==> src/logic/frc_pkg.sv <==
// Purpose: constants for the flash command host controller
// Assumes: byte-wide flash with 18 address lines, 25 MHz host clock
// Notes:   write and read strobe timing rounded up to whole cycles
package frc_pkg;
    localparam int          ADDR_W        = 18;
    localparam int          DATA_W        = 8;
    localparam logic [7:0]  CMD_READ      = 8'h00;
    localparam logic [7:0]  CMD_PROG_SET  = 8'h40;
    localparam logic [7:0]  CMD_ID_A      = 8'h80;
    localparam logic [7:0]  CMD_ID_B      = 8'h90;
    localparam logic [7:0]  CMD_RESET     = 8'hff;
    localparam logic [17:0] ID_MFR_ADDR   = 18'h00000;
    localparam logic [17:0] ID_DEV_ADDR   = 18'h00001;
    localparam int          CLK_NS        = 40;
    localparam int          T_WP_NS       = 50;
    localparam int          T_WPH_NS      = 20;
    localparam int          T_RC_NS       = 200;
    localparam int          WP_CYC        = (T_WP_NS + CLK_NS - 1) / CLK_NS;
    localparam int          WPH_CYC       = (T_WPH_NS + CLK_NS - 1) / CLK_NS;
    localparam int          RC_CYC        = (T_RC_NS + CLK_NS - 1) / CLK_NS;
    localparam int          CNT_W         = 4;
    localparam logic [1:0]  OP_WRITE      = 2'h0;
    localparam logic [1:0]  OP_READ       = 2'h1;
    localparam logic [1:0]  OP_RESET_SEQ  = 2'h2;
    localparam logic [1:0]  OP_ID_READ    = 2'h3;
    typedef enum logic [2:0] {
        ST_IDLE  = 3'b000,
        ST_WLOW  = 3'b001,
        ST_WHIGH = 3'b011,
        ST_RLOW  = 3'b010,
        ST_DONE  = 3'b110
    } frc_state_e;
endpackage

==> src/logic/frc_host.sv <==
// Purpose: host controller issuing command writes and reads to the flash pins
// Assumes: single clock; flash pins are timed by whole-cycle strobes
// Notes:   registered state machine; commands enter on a valid/ready port
`timescale 1ns/1ps
module frc_host (
    // Clock and reset
    input  wire logic                       clk,
    input  wire logic                       reset,
    // Command port
    input  wire logic                       cmd_valid,
    output logic                            cmd_ready,
    input  wire logic [1:0]                 cmd_op,
    input  wire logic [frc_pkg::ADDR_W-1:0] cmd_addr,
    input  wire logic [7:0]                 cmd_data,
    output logic                            rsp_valid,
    output logic [7:0]                      rsp_data,
    output logic                            init_done,
    // Flash pins
    output logic [frc_pkg::ADDR_W-1:0]      fl_addr,
    output logic [7:0]                      fl_dq_o,
    output logic                            fl_dq_oe_n,
    input  wire logic [7:0]                 fl_dq_i,
    output logic                            fl_ce_n,
    output logic                            fl_we_n,
    output logic                            fl_oe_n
);
    frc_pkg::frc_state_e state_q, state_d;
    logic [frc_pkg::CNT_W-1:0] cnt_q, cnt_d;
    logic [1:0] op_q, op_d;
    logic       step_q, step_d;
    logic       init_q, init_d;
    logic       busy_q, busy_d;
    logic [frc_pkg::ADDR_W-1:0] addr_q, addr_d;
    logic [7:0] data_q, data_d, rd_q, rd_d;
    logic       rsp_q, rsp_d;

    function automatic logic [frc_pkg::CNT_W-1:0] cyc(input int n);
        cyc = frc_pkg::CNT_W'(n - 1);
    endfunction

    assign cmd_ready  = (state_q == frc_pkg::ST_IDLE) && init_q && !busy_q;
    assign rsp_valid  = rsp_q;
    assign rsp_data   = rd_q;
    assign init_done  = init_q;
    assign fl_addr    = addr_q;
    assign fl_dq_o    = data_q;
    assign fl_ce_n    = (state_q == frc_pkg::ST_IDLE) || (state_q == frc_pkg::ST_DONE);
    assign fl_we_n    = (state_q != frc_pkg::ST_WLOW);
    assign fl_oe_n    = (state_q != frc_pkg::ST_RLOW);
    assign fl_dq_oe_n = !((state_q == frc_pkg::ST_WLOW) || (state_q == frc_pkg::ST_WHIGH));

    ////////////////////////////////////////////////////////////////////////////
    always_comb begin
        state_d = state_q;
        cnt_d   = cnt_q;
        op_d    = op_q;
        step_d  = step_q;
        init_d  = init_q;
        busy_d  = busy_q;
        addr_d  = addr_q;
        data_d  = data_q;
        rd_d    = rd_q;
        rsp_d   = 1'b0;
        unique case (state_q)
            frc_pkg::ST_IDLE: begin
                if (!init_q && !busy_q) begin
                    // Kill any erase/program left running across our reset
                    op_d    = frc_pkg::OP_RESET_SEQ;
                    busy_d  = 1'b1;
                    step_d  = 1'b0;
                    data_d  = frc_pkg::CMD_RESET;
                    state_d = frc_pkg::ST_WLOW;
                    cnt_d   = cyc(frc_pkg::WP_CYC);
                end else if (cmd_valid && cmd_ready) begin
                    op_d   = cmd_op;
                    busy_d = 1'b1;
                    step_d = 1'b0;
                    addr_d = cmd_addr;
                    cnt_d  = cyc(frc_pkg::WP_CYC);
                    unique case (cmd_op)
                        frc_pkg::OP_WRITE: begin
                            // Any command byte passes; read code masks a device
                            data_d  = cmd_data;
                            state_d = frc_pkg::ST_WLOW;
                        end
                        frc_pkg::OP_RESET_SEQ: begin
                            data_d  = frc_pkg::CMD_RESET;
                            state_d = frc_pkg::ST_WLOW;
                        end
                        frc_pkg::OP_ID_READ: begin
                            // Auto-select by command, no high voltage on address
                            data_d  = frc_pkg::CMD_ID_B;
                            state_d = frc_pkg::ST_WLOW;
                        end
                        default: begin
                            cnt_d   = cyc(frc_pkg::RC_CYC);
                            state_d = frc_pkg::ST_RLOW;
                        end
                    endcase
                end
            end
            frc_pkg::ST_WLOW: begin
                if (cnt_q == '0) begin
                    cnt_d   = cyc(frc_pkg::WPH_CYC);
                    state_d = frc_pkg::ST_WHIGH;
                end else begin
                    cnt_d = cnt_q - 1'b1;
                end
            end
            frc_pkg::ST_WHIGH: begin
                if (cnt_q != '0) begin
                    cnt_d = cnt_q - 1'b1;
                end else if (op_q == frc_pkg::OP_RESET_SEQ && !step_q) begin
                    // Second consecutive reset write completes the abort
                    step_d  = 1'b1;
                    cnt_d   = cyc(frc_pkg::WP_CYC);
                    state_d = frc_pkg::ST_WLOW;
                end else if (op_q == frc_pkg::OP_RESET_SEQ) begin
                    // Leave the part in array read after the abort
                    op_d    = frc_pkg::OP_WRITE;
                    data_d  = frc_pkg::CMD_READ;
                    cnt_d   = cyc(frc_pkg::WP_CYC);
                    state_d = frc_pkg::ST_WLOW;
                end else if (op_q == frc_pkg::OP_ID_READ) begin
                    // Identifier stays active until our next command write
                    cnt_d   = cyc(frc_pkg::RC_CYC);
                    state_d = frc_pkg::ST_RLOW;
                end else begin
                    state_d = frc_pkg::ST_DONE;
                end
            end
            frc_pkg::ST_RLOW: begin
                if (cnt_q == '0) begin
                    rd_d    = fl_dq_i;
                    rsp_d   = 1'b1;
                    state_d = frc_pkg::ST_DONE;
                end else begin
                    cnt_d = cnt_q - 1'b1;
                end
            end
            frc_pkg::ST_DONE: begin
                init_d  = 1'b1;
                busy_d  = 1'b0;
                state_d = frc_pkg::ST_IDLE;
            end
            default: state_d = frc_pkg::ST_IDLE;
        endcase
    end

    always_ff @(posedge clk) begin
        if (reset) begin
            state_q <= frc_pkg::ST_IDLE;
            cnt_q   <= '0;
            op_q    <= frc_pkg::OP_WRITE;
            step_q  <= 1'b0;
            init_q  <= 1'b0;
            busy_q  <= 1'b0;
            addr_q  <= '0;
            data_q  <= 8'h00;
            rd_q    <= 8'h00;
            rsp_q   <= 1'b0;
        end else begin
            state_q <= state_d;
            cnt_q   <= cnt_d;
            op_q    <= op_d;
            step_q  <= step_d;
            init_q  <= init_d;
            busy_q  <= busy_d;
            addr_q  <= addr_d;
            data_q  <= data_d;
            rd_q    <= rd_d;
            rsp_q   <= rsp_d;
        end
    end

    ////////////////////////////////////////////////////////////////////////////
    // Strobes never overlap, so a write can never be mistaken for a read
    we_oe_excl_a: assert property (@(posedge clk) disable iff (reset)
        !(!fl_we_n && !fl_oe_n)) else $error("write and read strobes overlap");

    bus_drive_a: assert property (@(posedge clk) disable iff (reset)
        !fl_oe_n |-> fl_dq_oe_n) else $error("host drives data during read");

    // The part latches the byte on the rising strobe, so data must still stand there
    wr_hold_a: assert property (@(posedge clk) disable iff (reset)
        $rose(fl_we_n) |-> !fl_ce_n && !fl_dq_oe_n && $stable(fl_dq_o) && $stable(fl_addr))
        else $error("write data or enable moved at strobe end");

    we_width_a: assert property (@(posedge clk) disable iff (reset)
        $fell(fl_we_n) |-> !fl_we_n [*2]) else $error("write pulse too short");

    // Read strobe spans the slowest access time before the byte is taken
    rd_width_a: assert property (@(posedge clk) disable iff (reset)
        $fell(fl_oe_n) |-> !fl_oe_n [*5]) else $error("read strobe too short");

    // A byte taken off the strobe would be stale bus noise
    rsp_sample_a: assert property (@(posedge clk) disable iff (reset)
        rsp_valid |-> !$past(fl_oe_n) && !$past(fl_ce_n)) else $error("read byte taken off strobe");

    rsp_pulse_a: assert property (@(posedge clk) disable iff (reset)
        rsp_valid |=> !rsp_valid) else $error("read answer longer than one cycle");

    reset_pair_a: assert property (@(posedge clk) disable iff (reset)
        $rose(step_q) |-> (op_q == frc_pkg::OP_RESET_SEQ) && (data_q == frc_pkg::CMD_RESET))
        else $error("second reset write lost its code");

    // Before init only the abort pattern may reach the part
    init_first_a: assert property (@(posedge clk) disable iff (reset)
        !init_q && !fl_we_n |-> (data_q == frc_pkg::CMD_RESET) || (data_q == frc_pkg::CMD_READ))
        else $error("command written before reset sequence");

    // Either auto-select code is legal; this block only sends the second
    id_code_a: assert property (@(posedge clk) disable iff (reset)
        (op_q == frc_pkg::OP_ID_READ) && !fl_we_n |->
        (data_q == frc_pkg::CMD_ID_A) || (data_q == frc_pkg::CMD_ID_B))
        else $error("identifier write carries wrong code");

    id_addr_a: assert property (@(posedge clk) disable iff (reset)
        (op_q == frc_pkg::OP_ID_READ) && !fl_oe_n |-> $stable(fl_addr))
        else $error("identifier read address moved");
endmodule

==> config.mk <==
export PLATFORM = sky130hd
export DESIGN_NAME = frc_host
export DESIGN_NICKNAME = d
export VERILOG_FILES = /design/src/logic/frc_pkg.sv /design/src/logic/frc_host.sv
export SDC_FILE = /design/constraint.sdc
export NUM_CORES = 1
export LEC_CHECK = 0
export ABC_AREA = 1
export BUFFER_PORTS_ARGS = -buffer_cell sky130_fd_sc_hd__buf_2
export CAP_MARGIN = 15
export CORE_ASPECT_RATIO = 0.8
export CORE_MARGIN = 10
export CORE_UTILIZATION = 51
export CTS_BUF_LIST = sky130_fd_sc_hd__clkbuf_4 sky130_fd_sc_hd__clkbuf_8
export CTS_CLUSTER_SIZE = 20
export DETAILED_ROUTE_END_ITERATION = 6
export PLACE_DENSITY = 0.82
export SETUP_SLACK_MARGIN = 0.15
export SYNTH_ARGS = -nofsm -noshare
export SYNTH_HDL_FRONTEND = slang
export SYNTH_SLANG_ARGS = --single-unit
==> constraint.sdc <==
create_clock -name clk -period 2 [get_ports clk]
set_clock_uncertainty 0.05 [all_clocks]
set_input_delay 0.1 -clock clk [delete_from_list [all_inputs] [get_ports clk]]
set_output_delay 0.1 -clock clk [all_outputs]
set_load 0.01 [all_outputs]
==> qor.yml <==
synth.distinct_cells: 25
clk_latency_ns: 0.29
antenna_found_initial: 0
total_power_mw: 3.73
worst_slack_ns: 0.301
placed_cells: 463
endpoint_kind: "register"
crit_path_max_incr_delay_ns: 0.33
synthArstFlopShare: 0
r2r_cells: 9
rsz0062_at_grt: "no"
postLayoutCoreUtil: 0.682
yosys-top-cells-count: "nor2_1 (60), inv_1 (56), nand2_1 (54), dfxtp_1 (47), o21ai_0 (38)"
status: "completed"
cp.depth: 9
gp_congestion: 0.831
critical_path.slowest_cell: "dfxtp_1"
cts_root_buf: "clkbuf_8"
arrival_ns: 1.88
slew_violations: 0
final_area_um2: 2870
die_w_um: 94.0
numCtsBuffers: 5
hp-class: "in2reg"
power_density_nw_per_um2: 1300
timing.fmax_ghz: 0.588
die_y_um: 79.2
highest_layer: "met4"
syn_area_um2: 2230
setup_viol: 0
final-hold-violation-count: 0
worstPathRequired_ns: 2.18
finalCriticalPeriod_ns: 1.70
stdcell_count: 479
met2_length_um: 2850
num-nets-final: 462
path_cells: "inv_1 > ha_1 > nand2_4 > nand2_1 > a21boi_4 > nand2_4 > inv_1 > nor2_1 > nor2_1"
synth.largest_area_cell: "dfxtp_1"
coreArea_um2: 4200
yosysSeqAreaShare: 0.421
yosys.cell_count.top_type: "nor2_1"
p_leak_nw: 1.49
pin_count: 80
synth-seq-cells: 47
drive_gt1_frac: 0.256
start_kind: "register"
whs_path_depth: 3
start_util: 0.532
path_buf_inv: 2
critical_path_class: "reg2reg"
viasPerCell: 4.73
ir_drop_v: 0.000784
period_share: 0.850
htree_levels: 2
ys.flop_type: "dfxtp_1"
post_dp_cell_area_um2: 2670
syn_area_per_cell_um2: 6.71
syn_inst: 333
wl_per_cell_um: 12.3
detail-route-antenna-nets: 0
antenna-diode-count: 0
wl_met1_um: 2540
grt_usage: 0.152
maxCapViolations: 0
crit_path_max_fanout: 11
dr_wl_met3_um: 431
post-place-ws_ns: 0.197
grt_max_degree: 37
synth_area_leaders: "dfxtp_1 (42%), nor2_1 (10%), inv_1 (9.4%)"
grt_pass1_vias: 2144
overflow: 0
yosysWarnings: 0
area_growth_pct: 28.2
synth_top_area_frac: 0.421
slew_headroom: 0.628
cts_buffer_depth: 2
drt_iter0_markers: 132
routed_wl_um: 5880
fin_setup_tns_ns: 0
row_count: 21
num_vias: 2268
synth_edf_count: 0
clock_sinks: 47
route.detailed.drc: 0
drtPass1Iterations: 4
place.port_buffers: 79
holdWs_ns: 0.0140
cts_tree: "yes"
path_delay_family: "simple AND/OR/NAND/NOR gates"
tightest_slew_ns: 0.552
path_clk_slew_ns: 0.09
die_area_um2: 7450
syn_nets: 374
grt_first_pass_wirelength_um: 9540
hpwl_um: 4450
==> final timing paths <==
kind	to	start	slack, ns
min reg2reg	fl_addr[11]$_SDFFE_PP0P_	fl_addr[11]$_SDFFE_PP0P_	0.39
min	rsp_data[4]$_SDFFE_PP0N_	fl_dq_i[4]	0.01
max reg2reg	fl_dq_o[7]$_SDFFE_PP0P_	cnt_q[0]$_SDFFE_PP0P_	0.30
max	fl_dq_o[7]$_SDFFE_PP0P_	cnt_q[0]$_SDFFE_PP0P_	0.30
==> repair_timing <==
action,CTS,global route
gates resized for setup,0,7
setup endpoints to repair,0,14
hold buffers,7,0
setup buffers,0,1
endpoints found under the hold margin,7,0
==> registers in the layout (all words and copies together) (netlist names) <==
name,cells
busy_q,1
step_q,1
state_q,3
fl_addr,18
rsp_valid,1
rsp_data,8
init_done,1
fl_dq_o,8
cnt_q,4
op_q,2
==> worst reg2reg max path, delay by kind of cell, from the launching register on <==
kind                     cells  cell delay (ns)
AO/OA/AOI/OAI                1             0.30
flip-flops                   1             0.33
adder cells (fa/ha/maj)      1             0.24
AND/OR/NAND/NOR              5             0.50
buffers and inverters        2             0.25
==> metal layers <==
| layer | vias up | GRT usage |
|---|---|---|
| met1 | 986 | 0.174 |
| met3 | 6 | 0.0526 |
| met5 | - | 0 |
| met2 | 62 | 0.266 |
| li1 | 1214 | - |
| met4 | 0 | 0.0318 |
==> layout make-up <==
class / count / area (um^2)
clock buffers: 6 / 76.3
flip-flops and latches: 47 / 941
repair buffers: 90 / 495
fillers: 379 / 1340
inverters: 58 / 224
clock inverters: 2 / 12.5
multi-input cells: 219 / 1040
well taps: 57 / 71.3
==> cell families (layout without fill, tap and decap cells) <==
group	after synthesis	in the layout	synth area share
AO/OA/AOI/OAI	66	66	0.151
XOR/XNOR	2	2	0.00784
adder cells (fa/ha/maj)	2	2	0.0112
buffers and inverters	67	156	0.123
flip-flops	47	47	0.421
AND/OR/NAND/NOR	149	149	0.287
==> where the power goes <==
group / internal (mW) / switching [mW]
Sequential: 1.15 / 0.135
Clock: 0.258 / 0.306
Combinational: 0.684 / 1.19
Total: 2.09 / 1.64
==> placed cells by master, fill, tap and decap left out, drive strengths merged <==
master / n
xor2: 1
nor2b: 1
a21oi: 27
clkinv: 1
xnor2: 1
dlygate4sd3: 7
a21boi: 1
nand3: 16
ha: 2
buf: 83
nand2: 60
clkinvlp: 2
nand4: 4
inv: 57
nor2: 65
clkbuf: 6
nand3b: 1
o21ai: 38
dfxtp: 47
nor3: 2
No activity file was read; power rests on OpenSTA's default activity.
